[src/scl_pkg.sv]
// package: constants, field layout and carrier types of the system control register
package scl_pkg;

    // config space decode
    localparam logic [7:0]  SCL_SYS_CTRL_OFS    = 8'h80;
    localparam logic [2:0]  SCL_GLOBAL_FUNC     = 3'h0;

    // field positions in the 32-bit word
    localparam int          SCL_RSVD_RW_LSB     = 16;
    localparam int          SCL_RSVD_RW_MSB     = 20;
    localparam int          SCL_BIT_BURST_DN    = 15;
    localparam int          SCL_BIT_BURST_UP    = 14;
    localparam int          SCL_BIT_SOCK_ACT    = 13;
    localparam int          SCL_BIT_RSVD_ONE    = 12;
    localparam int          SCL_BIT_PWR_STREAM  = 11;
    localparam int          SCL_BIT_UP_DELAY    = 10;
    localparam int          SCL_BIT_DOWN_DELAY  = 9;
    localparam int          SCL_BIT_CARD_QUERY  = 8;
    localparam int          SCL_BIT_RSVD_ZERO7  = 7;
    localparam int          SCL_BIT_LOW_POWER   = 6;
    localparam int          SCL_BIT_SUBSYS_LOCK = 5;
    localparam int          SCL_BIT_PAR_SERR    = 4;
    localparam int          SCL_BIT_RSVD_ZERO3  = 3;
    localparam int          SCL_BIT_LEGACY_VOLT = 2;
    localparam int          SCL_BIT_CLK_KEEP    = 1;
    localparam int          SCL_BIT_PIN_SEL     = 0;

    // byte lanes holding the low fields
    localparam int          SCL_BE_LANE0        = 0;
    localparam int          SCL_BE_LANE1        = 1;
    localparam int          SCL_BE_LANE2        = 2;

    // reset values of the writable fields
    localparam logic [4:0]  SCL_RSVD_RW_RST     = 5'h00;
    localparam logic        SCL_BURST_DN_RST    = 1'b1;
    localparam logic        SCL_BURST_UP_RST    = 1'b0;
    localparam logic        SCL_LOW_POWER_RST   = 1'b1;
    localparam logic        SCL_SUBSYS_LOCK_RST = 1'b1;
    localparam logic        SCL_PAR_SERR_RST    = 1'b0;
    localparam logic        SCL_CLK_KEEP_RST    = 1'b0;
    localparam logic        SCL_PIN_SEL_RST     = 1'b0;
    localparam logic        SCL_LEGACY_VOLT_RST = 1'b0;
    localparam logic        SCL_RSVD_ONE_VAL    = 1'b1;
    localparam logic        SCL_RSVD_ZERO_VAL   = 1'b0;
    localparam logic [31:0] SCL_WORD_ZERO       = 32'h0000_0000;

    // hardware-set status flags, index order
    localparam int          SCL_NUM_FLAGS       = 5;
    localparam int          SCL_FLG_SOCK_ACT    = 0;
    localparam int          SCL_FLG_PWR_STREAM  = 1;
    localparam int          SCL_FLG_UP_DELAY    = 2;
    localparam int          SCL_FLG_DOWN_DELAY  = 3;
    localparam int          SCL_FLG_CARD_QUERY  = 4;
    localparam logic [SCL_NUM_FLAGS-1:0] SCL_FLAGS_RST = 5'h00;

    // configuration access request
    typedef struct packed {
        logic        rd;
        logic        wr;
        logic [2:0]  func;
        logic [7:0]  offset;
        logic [3:0]  be;
        logic [31:0] wdata;
    } scl_cfg_req_type;

    // events from the socket and power-switch logic
    typedef struct packed {
        logic card_access;
        logic stream_start;
        logic stream_done;
        logic up_sent;
        logic up_settled;
        logic down_sent;
        logic down_settled;
        logic query_start;
        logic query_done;
    } scl_evt_type;

    // control levels driven into the rest of the device
    typedef struct packed {
        logic downstream_read_burst_en;
        logic upstream_read_burst_en;
        logic low_power_en;
        logic subsys_id_write_lock;
        logic cardbus_parity_to_serr_en;
        logic clock_keep_alive;
    } scl_ctrl_type;

endpackage

[src/scl_event_flags.sv]
// sticky status flags, set by hardware events and cleared by their own events
`timescale 1ns/1ps
`default_nettype none
module scl_event_flags #(
    parameter int N = scl_pkg::SCL_NUM_FLAGS
) (
    // clock, enable and global reset
    input  wire logic         mclk_i,
    input  wire logic         ce_i,
    input  wire logic         global_reset_n_i,
    // per-flag set and clear
    input  wire logic [N-1:0] set_i,
    input  wire logic [N-1:0] clr_i,
    // flag levels
    output logic [N-1:0]      flags_o
);
    import scl_pkg::*;

    typedef struct packed {
        logic [N-1:0] flags;
    } scl_flag_state_type;

    scl_flag_state_type st_r;
    scl_flag_state_type st_nxt;
    logic [N-1:0]       flag_nxt;

    // set wins over a clear in the same cycle
    for (genvar i = 0; i < N; i++) begin : g_flag
        assign flag_nxt[i] = set_i[i] | (st_r.flags[i] & ~clr_i[i]);
    end

    // next state, global reset clears every flag
    always_comb begin
        st_nxt = st_r;
        if (!global_reset_n_i) begin
            st_nxt.flags = N'(SCL_FLAGS_RST);
        end else if (ce_i) begin
            st_nxt.flags = flag_nxt;
        end
    end

    // state register
    always_ff @(posedge mclk_i) begin
        st_r <= st_nxt;
    end

    assign flags_o = st_r.flags;
endmodule
`default_nettype wire

[src/scl_pin_select.sv]
// shared wake / ring output pin: source choice and drive enable
`timescale 1ns/1ps
`default_nettype none
module scl_pin_select (
    // clock, enable and global reset
    input  wire logic mclk_i,
    input  wire logic ce_i,
    input  wire logic global_reset_n_i,
    // selection
    input  wire logic wake_ring_pin_select_i,
    input  wire logic ring_output_enable_i,
    // sources
    input  wire logic pme_i,
    input  wire logic ring_indicate_output_i,
    // pin drive
    output logic      pin_o,
    output logic      pin_oe_o
);
    import scl_pkg::*;

    typedef struct packed {
        logic pin;
        logic oe;
    } scl_pin_state_type;

    scl_pin_state_type st_r;
    scl_pin_state_type st_nxt;

    // wake source when selected, else ring when enabled, else released
    always_comb begin
        st_nxt = st_r;
        if (!global_reset_n_i) begin
            st_nxt.pin = SCL_RSVD_ZERO_VAL;
            st_nxt.oe  = SCL_RSVD_ZERO_VAL;
        end else if (ce_i) begin
            if (wake_ring_pin_select_i) begin
                st_nxt.pin = pme_i;
                st_nxt.oe  = 1'b1;
            end else if (ring_output_enable_i) begin
                st_nxt.pin = ring_indicate_output_i;
                st_nxt.oe  = 1'b1;
            end else begin
                st_nxt.pin = SCL_RSVD_ZERO_VAL;
                st_nxt.oe  = 1'b0;
            end
        end
    end

    // state register
    always_ff @(posedge mclk_i) begin
        st_r <= st_nxt;
    end

    assign pin_o    = st_r.pin;
    assign pin_oe_o = st_r.oe;
endmodule
`default_nettype wire

[src/scl_sys_ctrl.sv]
// low half of the system control register: fields, status and config access
// Overview of operation
// - bit 15 enables downstream memory read bursting; resets to enabled.
// - bit 14 enables upstream memory read bursting; resets to disabled.
// - bit 13 sets on any PC Card access, clears on a read that enables byte lane 1.
// - bit 12 always reads one; bits 7 and 3 always read zero.
// - bit 11 high while a power change streams, until the stream is done.
// - bit 10 set after a power-up stream, until power-up settling delay ends.
// - bit 9 set after a power-down stream, until power-down settling delay ends.
// - bit 8 high while a card interrogation runs, low when it completes.
// - bit 6 selects reduced-power mode; resets to one.
// - bit 5 locks function 2 subsystem ID writes; one locks, reset one.
// - bit 4 routes CardBus data parity errors onto SERR; reset off.
// - bit 2 shows legacy card voltage: zero 3.3 V, one 5 V.
// - bit 1 keeps PCI and CardBus clocks running via clock-run protocol.
// - bit 0 picks wake output, else ring output if enabled, else released.
// - fields return to defaults only on global reset, not bus reset.
// - power-management context bits 10, 9, 8 clear only on global reset.
`timescale 1ns/1ps
`default_nettype none
module scl_sys_ctrl (
    // clock, enable and resets
    input  wire logic                   mclk_i,
    input  wire logic                   ce_i,
    input  wire logic                   rst_n_i,
    input  wire logic                   global_reset_n_i,
    // configuration access
    input  wire scl_pkg::scl_cfg_req_type cfg_req_i,
    output logic [31:0]                 cfg_rdata_o,
    output logic                        cfg_rvalid_o,
    // hardware events and levels
    input  wire scl_pkg::scl_evt_type   evt_i,
    input  wire logic                   legacy_5v_sel_i,
    input  wire logic                   ring_output_enable_i,
    input  wire logic                   pme_i,
    input  wire logic                   ring_indicate_output_i,
    // control outputs
    output scl_pkg::scl_ctrl_type       ctrl_o,
    // shared wake / ring pin
    output logic                        wake_ring_pin_o,
    output logic                        wake_ring_pin_oe_o
);
    import scl_pkg::*;

    // state of this module; the flags and pin state live in u_flags and u_pin
    typedef struct packed {
        logic [4:0]   rsvd_rw;
        logic         burst_dn;
        logic         burst_up;
        logic         low_power;
        logic         subsys_lock;
        logic         par_serr;
        logic         clk_keep;
        logic         pin_sel;
        logic         legacy_volt;
        logic [31:0]  rdata;
        logic         rvalid;
        scl_ctrl_type ctrl;
    } scl_state_type;

    scl_state_type           st_r;
    scl_state_type           st_nxt;
    logic [SCL_NUM_FLAGS-1:0] flag_set;
    logic [SCL_NUM_FLAGS-1:0] flag_clr;
    logic [SCL_NUM_FLAGS-1:0] flags;
    logic                    hit;
    logic                    wr_hit;
    logic                    rd_hit;
    logic [31:0]             word;

    // decode: only the function 0 copy of the register answers
    assign hit    = (cfg_req_i.offset == SCL_SYS_CTRL_OFS)
                  && (cfg_req_i.func == SCL_GLOBAL_FUNC);
    assign wr_hit = hit & cfg_req_i.wr & ce_i;
    assign rd_hit = hit & cfg_req_i.rd & ce_i;

    // flag events; activity read-clear only counts a read that sees lane 1
    always_comb begin
        flag_set = '0;
        flag_clr = '0;
        flag_set[SCL_FLG_SOCK_ACT]   = evt_i.card_access;
        flag_clr[SCL_FLG_SOCK_ACT]   = rd_hit & cfg_req_i.be[SCL_BE_LANE1];
        flag_set[SCL_FLG_PWR_STREAM] = evt_i.stream_start;
        flag_clr[SCL_FLG_PWR_STREAM] = evt_i.stream_done;
        flag_set[SCL_FLG_UP_DELAY]   = evt_i.up_sent;
        flag_clr[SCL_FLG_UP_DELAY]   = evt_i.up_settled;
        flag_set[SCL_FLG_DOWN_DELAY] = evt_i.down_sent;
        flag_clr[SCL_FLG_DOWN_DELAY] = evt_i.down_settled;
        flag_set[SCL_FLG_CARD_QUERY] = evt_i.query_start;
        flag_clr[SCL_FLG_CARD_QUERY] = evt_i.query_done;
    end

    // status flags, context bits cleared by global reset alone
    scl_event_flags #(
        .N                (SCL_NUM_FLAGS)
    ) u_flags (
        .mclk_i           (mclk_i),
        .ce_i             (ce_i),
        .global_reset_n_i (global_reset_n_i),
        .set_i            (flag_set),
        .clr_i            (flag_clr),
        .flags_o          (flags)
    );

    // shared pin driver
    scl_pin_select u_pin (
        .mclk_i                 (mclk_i),
        .ce_i                   (ce_i),
        .global_reset_n_i       (global_reset_n_i),
        .wake_ring_pin_select_i (st_r.pin_sel),
        .ring_output_enable_i   (ring_output_enable_i),
        .pme_i                  (pme_i),
        .ring_indicate_output_i (ring_indicate_output_i),
        .pin_o                  (wake_ring_pin_o),
        .pin_oe_o               (wake_ring_pin_oe_o)
    );

    // assemble the read word; upper bits read zero
    always_comb begin
        word = SCL_WORD_ZERO;
        word[SCL_RSVD_RW_MSB:SCL_RSVD_RW_LSB] = st_r.rsvd_rw;
        word[SCL_BIT_BURST_DN]    = st_r.burst_dn;
        word[SCL_BIT_BURST_UP]    = st_r.burst_up;
        word[SCL_BIT_SOCK_ACT]    = flags[SCL_FLG_SOCK_ACT];
        word[SCL_BIT_RSVD_ONE]    = SCL_RSVD_ONE_VAL;
        word[SCL_BIT_PWR_STREAM]  = flags[SCL_FLG_PWR_STREAM];
        word[SCL_BIT_UP_DELAY]    = flags[SCL_FLG_UP_DELAY];
        word[SCL_BIT_DOWN_DELAY]  = flags[SCL_FLG_DOWN_DELAY];
        word[SCL_BIT_CARD_QUERY]  = flags[SCL_FLG_CARD_QUERY];
        word[SCL_BIT_RSVD_ZERO7]  = SCL_RSVD_ZERO_VAL;
        word[SCL_BIT_LOW_POWER]   = st_r.low_power;
        word[SCL_BIT_SUBSYS_LOCK] = st_r.subsys_lock;
        word[SCL_BIT_PAR_SERR]    = st_r.par_serr;
        word[SCL_BIT_RSVD_ZERO3]  = SCL_RSVD_ZERO_VAL;
        word[SCL_BIT_LEGACY_VOLT] = st_r.legacy_volt;
        word[SCL_BIT_CLK_KEEP]    = st_r.clk_keep;
        word[SCL_BIT_PIN_SEL]     = st_r.pin_sel;
    end

    // next state of fields, read port and control outputs
    always_comb begin
        st_nxt = st_r;
        if (!global_reset_n_i) begin
            // fields take their defaults on global reset only
            st_nxt.rsvd_rw     = SCL_RSVD_RW_RST;
            st_nxt.burst_dn    = SCL_BURST_DN_RST;
            st_nxt.burst_up    = SCL_BURST_UP_RST;
            st_nxt.low_power   = SCL_LOW_POWER_RST;
            st_nxt.subsys_lock = SCL_SUBSYS_LOCK_RST;
            st_nxt.par_serr    = SCL_PAR_SERR_RST;
            st_nxt.clk_keep    = SCL_CLK_KEEP_RST;
            st_nxt.pin_sel     = SCL_PIN_SEL_RST;
            st_nxt.legacy_volt = SCL_LEGACY_VOLT_RST;
            st_nxt.rdata       = SCL_WORD_ZERO;
            st_nxt.rvalid      = 1'b0;
            st_nxt.ctrl        = '{
                downstream_read_burst_en:  SCL_BURST_DN_RST,
                upstream_read_burst_en:    SCL_BURST_UP_RST,
                low_power_en:              SCL_LOW_POWER_RST,
                subsys_id_write_lock:      SCL_SUBSYS_LOCK_RST,
                cardbus_parity_to_serr_en: SCL_PAR_SERR_RST,
                clock_keep_alive:          SCL_CLK_KEEP_RST};
        end else if (!rst_n_i) begin
            // bus reset only drops the read port, fields are kept
            st_nxt.rdata  = SCL_WORD_ZERO;
            st_nxt.rvalid = 1'b0;
        end else if (ce_i) begin
            // voltage status follows the legacy power control
            st_nxt.legacy_volt = legacy_5v_sel_i;
            // writable fields by byte lane; status bits have no write path
            if (wr_hit && cfg_req_i.be[SCL_BE_LANE2]) begin
                st_nxt.rsvd_rw = cfg_req_i.wdata[SCL_RSVD_RW_MSB:SCL_RSVD_RW_LSB];
            end
            if (wr_hit && cfg_req_i.be[SCL_BE_LANE1]) begin
                st_nxt.burst_dn = cfg_req_i.wdata[SCL_BIT_BURST_DN];
                st_nxt.burst_up = cfg_req_i.wdata[SCL_BIT_BURST_UP];
            end
            if (wr_hit && cfg_req_i.be[SCL_BE_LANE0]) begin
                st_nxt.low_power   = cfg_req_i.wdata[SCL_BIT_LOW_POWER];
                st_nxt.subsys_lock = cfg_req_i.wdata[SCL_BIT_SUBSYS_LOCK];
                st_nxt.par_serr    = cfg_req_i.wdata[SCL_BIT_PAR_SERR];
                st_nxt.clk_keep    = cfg_req_i.wdata[SCL_BIT_CLK_KEEP];
                st_nxt.pin_sel     = cfg_req_i.wdata[SCL_BIT_PIN_SEL];
            end
            // bits 13..8, 12, 7, 3, 2 ignore the write data entirely
            // read answers one cycle later; misses read zero
            st_nxt.rvalid = cfg_req_i.rd & ce_i;
            st_nxt.rdata  = rd_hit ? word : SCL_WORD_ZERO;
            // control outputs follow the stored fields
            st_nxt.ctrl.downstream_read_burst_en  = st_r.burst_dn;
            st_nxt.ctrl.upstream_read_burst_en    = st_r.burst_up;
            st_nxt.ctrl.low_power_en              = st_r.low_power;
            st_nxt.ctrl.subsys_id_write_lock      = st_r.subsys_lock;
            st_nxt.ctrl.cardbus_parity_to_serr_en = st_r.par_serr;
            st_nxt.ctrl.clock_keep_alive          = st_r.clk_keep;
        end
    end

    // state register
    always_ff @(posedge mclk_i) begin
        st_r <= st_nxt;
    end

    // outputs straight from flip-flops
    assign cfg_rdata_o  = st_r.rdata;
    assign cfg_rvalid_o = st_r.rvalid;
    assign ctrl_o       = st_r.ctrl;
endmodule
`default_nettype wire

[config.mk]
export PLATFORM = sky130hd
export DESIGN_NAME = scl_sys_ctrl
export DESIGN_NICKNAME = d
export VERILOG_FILES = /design/src/scl_pkg.sv /design/src/scl_event_flags.sv /design/src/scl_pin_select.sv /design/src/scl_sys_ctrl.sv
export SDC_FILE = /design/constraint.sdc
export NUM_CORES = 1
export LEC_CHECK = 0
export BUFFER_PORTS_ARGS = -buffer_cell sky130_fd_sc_hd__buf_2
export CAP_MARGIN = 25
export CORE_MARGIN = 4
export CORE_UTILIZATION = 25
export DETAILED_ROUTE_END_ITERATION = 8
export PLACE_DENSITY_LB_ADDON = 0.15
export RECOVER_POWER = 50
export SYNTH_ARGS = -nofsm -noshare
export SYNTH_HDL_FRONTEND = slang
export SYNTH_SLANG_ARGS = --single-unit
[constraint.sdc]
create_clock -name mclk_i -period 1.62 [get_ports mclk_i]
set_input_delay 0.162 -clock mclk_i [delete_from_list [all_inputs] [get_ports mclk_i]]
set_output_delay 0.162 -clock mclk_i [all_outputs]
set_load 0.05 [all_outputs]
==> results_dict.tcl, run 1 <==
set metrics [dict create \
    boundaryPins 107 \
    grt_max_degree 28 \
    cts_tree "yes" \
    end_kind "flop" \
    grt_use_met3_pct 2.62 \
    wire_per_inst_um 13.0 \
    fin_setup_tns_ps 0 \
    cp.arrival_ps 1560 \
    area_delta_synth_final_pct 15.7 \
    yosysMostFrequentCell "dfxtp_1" \
    synth_edf_count 0 \
    setup_viol 0 \
    dp_hpwl_um 3480 \
    dr.pass1.iters 4 \
    syn_avg_cell_area_um2 9.56 \
    ant_nets 0 \
    hold_violations 0 \
    min_delay_worst_endpoint "st_r[47]" \
    gr-total-overflow 0 \
    ys.flop_type "dfxtp_1" \
    nNetsFinal 332 \
    route.detailed.drc 0 \
    setup_slack_ps 282 \
    netlist_instances 216 \
    path_max_fanout 6 \
    cp_top_family "simple AND/OR/NAND/NOR gates" \
    rr_startpoint "st_r[40]" \
    p_leak_uw 0.000988 \
    cts_inserted_buffers 5 \
    reg2reg_depth 3 \
    num_vias 1539 \
    synth_seq_cells 46 \
    grt.total_usage_pct 9.70 \
    grt_pass1_vias 1488 \
    synth_seq_area_share_pct 44.6 \
    postCtsSetupBuffers 0 \
    crit_type "in -> reg" \
    synth_cell_types 28 \
    dieWidth_um 98.9 \
    grt_busiest_layer "met2" \
    path_buf_inv 3 \
    initial_core_util_pct 26.2 \
    max_freq_mhz 748 \
    r2r_slack_ps 840 \
    met2_usage_pct 15.4 \
    ctsResizeCount 0 \
    p_per_area_mw_per_mm2 890 \
    status "completed" \
    synth_top_area_share_pct 44.6 \
    fp.dieArea_mm2 0.00978 \
    cp_cell_sequence "buf_2 -> or4b_1 -> buf_4 -> nor4_4 -> buf_4 -> mux2i_1" \
    r2r-end "u_pin.pin_o" \
    fin_crit_ps 1340 \
    slowest_stage "or4b_1" \
    register_area_um2 921 \
    core_mm2 0.00789 \
    clkTransAtPathRegs_ps 80 \
    crit_path_frequent_cell "buf_4" \
    worstPathRequired_ps 1840 \
    p_comb_share_pct 12.0 \
    seq_power_share_pct 54.4 \
    vias_per_cell 4.17 \
    cap_violations 0 \
    finalClockSkew_ps 3.56 \
    synthArstFlopShare_pct 0 \
    die-height_um 98.9 \
    routed_wl_um 4800 \
    root_buffer "clkbuf_8" \
    p_int_uw 1570 \
    grtUsageMet1_pct 12.5 \
    cts_buffer_depth 2 \
    min_path_type "in -> reg" \
    synth_common_cells "dfxtp_1, nand2_1, buf_4" \
    row_count 32 \
    rsz0062_at_grt "false" \
    power_frac_clock_pct 33.6 \
    cpPeakStageDelay_ps 520 \
    diodes 0 \
    sw_frac_of_total_pct 26.3 \
    syn_area_mm2 0.00206 \
    drt-initial-drc-count 25 \
    clk-insertion-delay-late_ps 290 \
    ir_drop_mv 0.329 \
    io_buffers 72 \
    gp_congestion 0.758 \
    yosysTopAreaCell "dfxtp_1" \
    critPathLaunchType "input pin" \
    dp_slack_ps -43.4 \
    cts_sinks 46 \
    hold_path_depth 3 \
    worst_slew_pin_slew_ps 899 \
    relSlewSlack_pct 40.0 \
    grt_pass1_wl_um 7470 \
    worstHoldStart "cfg_req_i[16]" \
    switching_power_uw 559 \
    cts_hold_buf 0 \
    fill_cells 848 \
    drive_gt1_share_pct 25.5 \
    grt_antenna_before_repair 0 \
    period_share_pct 82.6 \
    drv_slew 0 \
    multi_input_comb_area_um2 846 \
    synth_area_leaders "dfxtp_1, buf_4, a22o_1" \
    htree_levels 2 \
    yosys_warnings 0 \
]
[sequential cells by signal, summed over array words and instances, names as in the netlist]
register,count
cfg_rdata_o,19
cfg_rvalid_o,1
ctrl_o,6
st_r,13
u_flags.flags_o,5
u_pin.pin_o,1
u_pin.pin_oe_o,1
[layout by cell type, fill, tap and decap left out]
cell type  netlist  layout
nor4_2           1       1
nand2_1         42      42
clkinv_2         0       1
nor4_4           3       3
or4b_1           1       1
or4_1            1       1
o211a_1          1       1
clkbuf_1         9      27
nand3_1          4       4
clkbuf_8         0       6
or3_1            1       1
a22oi_1          4       4
buf_2            0      48
nor2_1           2       1
o41ai_1          1       1
a21oi_1          3       3
dfxtp_1         46      46
o211ai_1         1       1
or4_4            1       1
nor2_2           0       1
buf_12           0       1
buf_4           38       6
o21ai_0          1       1
nor2b_1         10      10
a21boi_0         5       5
nand2b_1         2       2
conb_1           1      13
nand4_1          4       4
and2_0           0       1
mux2i_1         12      12
a22o_1          18      18
[final cells by class]
cell class	count	share of cell area [%]
sequential	46	38.6
multi-input combinational	132	35.4
clock buffer	7	3.61
tap	102	5.34
clock inverter	1	0.210
timing repair buffer	81	16.9
[metrics by stage]
| step | cells | hold WS [ps] | utilization (%) | area (um^2) | power, uW |
|---|---|---|---|---|---|
| final | 369 | 106 | 30.3 | 2390 | 2120 |
| after global routing | 369 | 118 | 30.3 | 2390 | 2230 |
| after CTS | 369 | 94.2 | 30.8 | 2430 | 2180 |
| after detailed placement | 361 | 419 | 29.6 | 2330 | 1450 |
| after global placement | 361 | 411 | 29.6 | 2330 | 1440 |
| after floorplan | 228 | 304 | - | 2110 | 1380 |
[worst max path at each step]
stage / startpoint / to / slack, ps / depth (start not counted)
2_1_floorplan: cfg_req_i[37] / cfg_rdata_o[10] / 10 / 5
3_3_place_gp: cfg_req_i[45] / st_r[45] / -6 / 6
3_5_place_dp: cfg_req_i[45] / st_r[48] / -40 / 6
4_1_cts: cfg_req_i[45] / st_r[49] / 280 / 6
5_1_grt: ce_i / u_flags.flags_o[4] / 160 / 6
6_report: cfg_req_i[45] / st_r[48] / 280 / 6
[power groups by stage]
| stage | logic (uW) | clock network [uW] | registers [uW] |
|---|---|---|---|
| after CTS | 264 | 761 | 1160 |
| after global placement | 262 | 0 | 1180 |
| after global routing | 279 | 796 | 1160 |
| after detailed placement | 264 | 0 | 1180 |
| after floorplan | 188 | 0 | 1190 |
| final | 255 | 714 | 1160 |
[layer usage]
| metal | part of all wire, % | wire length, um | vias up |
|---|---|---|---|
| met5 | 0 | 0 | - |
| met2 | 44 | 2120 | 63 |
| met1 | 46 | 2220 | 682 |
| met3 | 8.4 | 404 | 4 |
| met4 | 1.2 | 60 | 0 |
| li1 | - | - | 790 |
[kinds of logic (layout without fill, tap and decap cells)]
| logic type | count (synthesis) | in the layout | synth area share [%] |
|---|---|---|---|
| simple gates | 73 | 73 | 19.5 |
| buf+inv | 50 | 89 | 16.7 |
| flops | 46 | 46 | 44.6 |
| compound gates | 34 | 34 | 13.2 |
| mux | 12 | 12 | 5.82 |
| other cells | 1 | 13 | 0.182 |
[worst register-to-register path: stages (launching register included)]
cell and delay (ps):
dfxtp_1 420, nand2_1 70, o211ai_1 90, o211a_1 150
Power figures use the tool's default switching activity.
==> run 2, diff against run 1 <==
==> constraint.sdc (replaced) <==
create_clock -name mclk_i -period 1.11 [get_ports mclk_i]
set_input_delay 0.111 -clock mclk_i [delete_from_list [all_inputs] [get_ports mclk_i]]
set_output_delay 0.111 -clock mclk_i [all_outputs]
set_load 0.05 [all_outputs]
==> run 2 against run 1 <==
The run now ends with negative setup slack left. Worst setup slack worse by 430 ps. Sequential power up 46%. Clock power up 35%. Via count up 2.2%. Clock skew up 0.82 ps. Critical endpoint is now cfg_rdata_o[12].
==> results_dict.tcl, run 2 (same netlist as run 1, synthesis figures left out) <==
set metrics [dict create \
    rsz0062_at_grt "true" \
    dp_slack_ps -569 \
    p_per_area_mw_per_mm2 1210 \
    vias_per_cell 4.17 \
    critPathLaunchType "input pin" \
    wire_per_inst_um 13.3 \
    max_freq_mhz 796 \
    cap_violations 0 \
    core_mm2 0.00789 \
    cpPeakStageDelay_ps 620 \
    r2r_slack_ps 330 \
    crit_path_frequent_cell "or4_4" \
    final_area_mm2 0.00253 \
    routed_wl_um 5020 \
    worstPathRequired_ps 1350 \
    row_count 32 \
    fin_setup_tns_ps -2610 \
    min_path_type "in -> reg" \
    grt_pass1_wl_um 7910 \
    dp_hpwl_um 3820 \
    cp_cell_sequence "buf_6 -> or4_4 -> or4_4 -> a21oi_2" \
    slowest_stage "or4_4" \
    diodes 0 \
    grt_pass1_vias 1604 \
    drt-initial-drc-count 44 \
    hold_violations 0 \
    clk-insertion-delay-late_ps 290 \
    area_delta_synth_final_pct 22.7 \
    dr.pass1.iters 3 \
    final_cell_mix "buf_2, dfxtp_1, nand2_1" \
    postPlaceCellArea_mm2 0.00238 \
    worst_slew_pin_slew_ps 849 \
    ir_drop_mv 0.465 \
    root_buffer "clkbuf_8" \
    grt_antenna_before_repair 0 \
    clkTransAtPathRegs_ps 80 \
    dieWidth_um 98.9 \
    largest_reg_flops 19 \
    htree_levels 2 \
    io_buffers 72 \
    end_kind "flop" \
    relSlewSlack_pct 43.4 \
    gp_congestion 0.755 \
    gr-total-overflow 0 \
    cp.arrival_ps 1490 \
    crit_type "in -> reg" \
    die-height_um 98.9 \
    fp.dieArea_mm2 0.00978 \
    p_leak_uw 0.00116 \
    grt_max_degree 25 \
    cts_sinks 46 \
    drv_slew 0 \
    cts_buffer_depth 2 \
    num_vias 1573 \
    status "complete, but fails checks" \
    route.detailed.drc 0 \
    initial_core_util_pct 26.2 \
    cts_tree "yes" \
    ant_nets 0 \
    cts_inserted_buffers 5 \
    nNetsFinal 341 \
    period_share_pct 113 \
    finalClockSkew_ps 4.38 \
    path_max_fanout 6 \
    fin_crit_ps 1260 \
    drive_gt1_share_pct 38.5 \
    setup_viol 32 \
    layout_commonest_cell "buf_2" \
    violations "negative setup slack" \
    boundaryPins 107 \
    grt.total_usage_pct 10.1 \
    setup_slack_ps -146 \
]
## run 2: cell count changes in the layout (fill, tap and decap cells not counted), sizes merged
cell	delta
clkinv	+1
clkbuf	-19
buf	+26
## run 2: cell type report
cell class | instances | area, um^2
Clock buffer | 5 | 68.8
Clock inverter | 2 | 10.0
Fill cell | 869 | 5360
Multi-Input combinational cell | 132 | 866
Sequential cell | 46 | 921
Tap cell | 102 | 128
Timing Repair Buffer | 90 | 539
## run 2: worst paths after layout
path                                   endpoint          start  depth (start not counted)
worst max-delay path            cfg_rdata_o[12]  cfg_req_i[38]                          4
worst min-delay path                   st_r[49]  cfg_req_i[18]                          3
worst max register to register      u_pin.pin_o       st_r[40]                          3
worst min register to register         st_r[39]       st_r[39]                          2
## run 2: routing by layer
layer | part of all wire [%] | global-route usage [%] | up-vias
li1 | - | - | 806
met1 | 47 | 13.3 | 705
met2 | 42 | 15.3 | 57
met3 | 9.1 | 3.82 | 5
met4 | 1.4 | 3.15 | 0
met5 | 0 | 0 | -
## run 2: per-stage QoR
stage                     power (uW)  std cells  hold WS (ps)  utilization [%]
after CTS                       3110        376          47.5             31.5
final                           3060        377          57.5             32.1
after detailed placement        2130        369           369             30.2
after floorplan                 2020        228           253                -
after global placement          2120        369           364             30.2
after global routing            3220        377          53.5             32.1
## run 2: where the power goes
| group | total, uW | switching (uW) | leakage [uW] | internal [uW] |
|---|---|---|---|---|
| clock | 966 | 543 | 0.0000438 | 423 |
| combinational | 410 | 272 | 0.000739 | 139 |
| sequential | 1690 | 13.1 | 0.000373 | 1670 |
| total | 3060 | 827 | 0.00116 | 2240 |
## run 2: what timing repair did
action | 4_1_cts | 5_1_grt
hold buffers | 0 | 0
hold endpoints to repair | 0 | 0
cloned | 0 | 0
setup buffers | 0 | 2
resized for setup | 6 | 8
endpoints found under the setup margin | 32 | 32
pin swaps | 12 | 8
## run 2: worst max-delay path: cells and delay by family
| kind | cells | cell delay [ps] |
|---|---|---|
| AOI/OAI and AO/OA | 1 | 120 |
| and+or+nand+nor | 2 | 1170 |
| buffers and inverters | 1 | 90 |
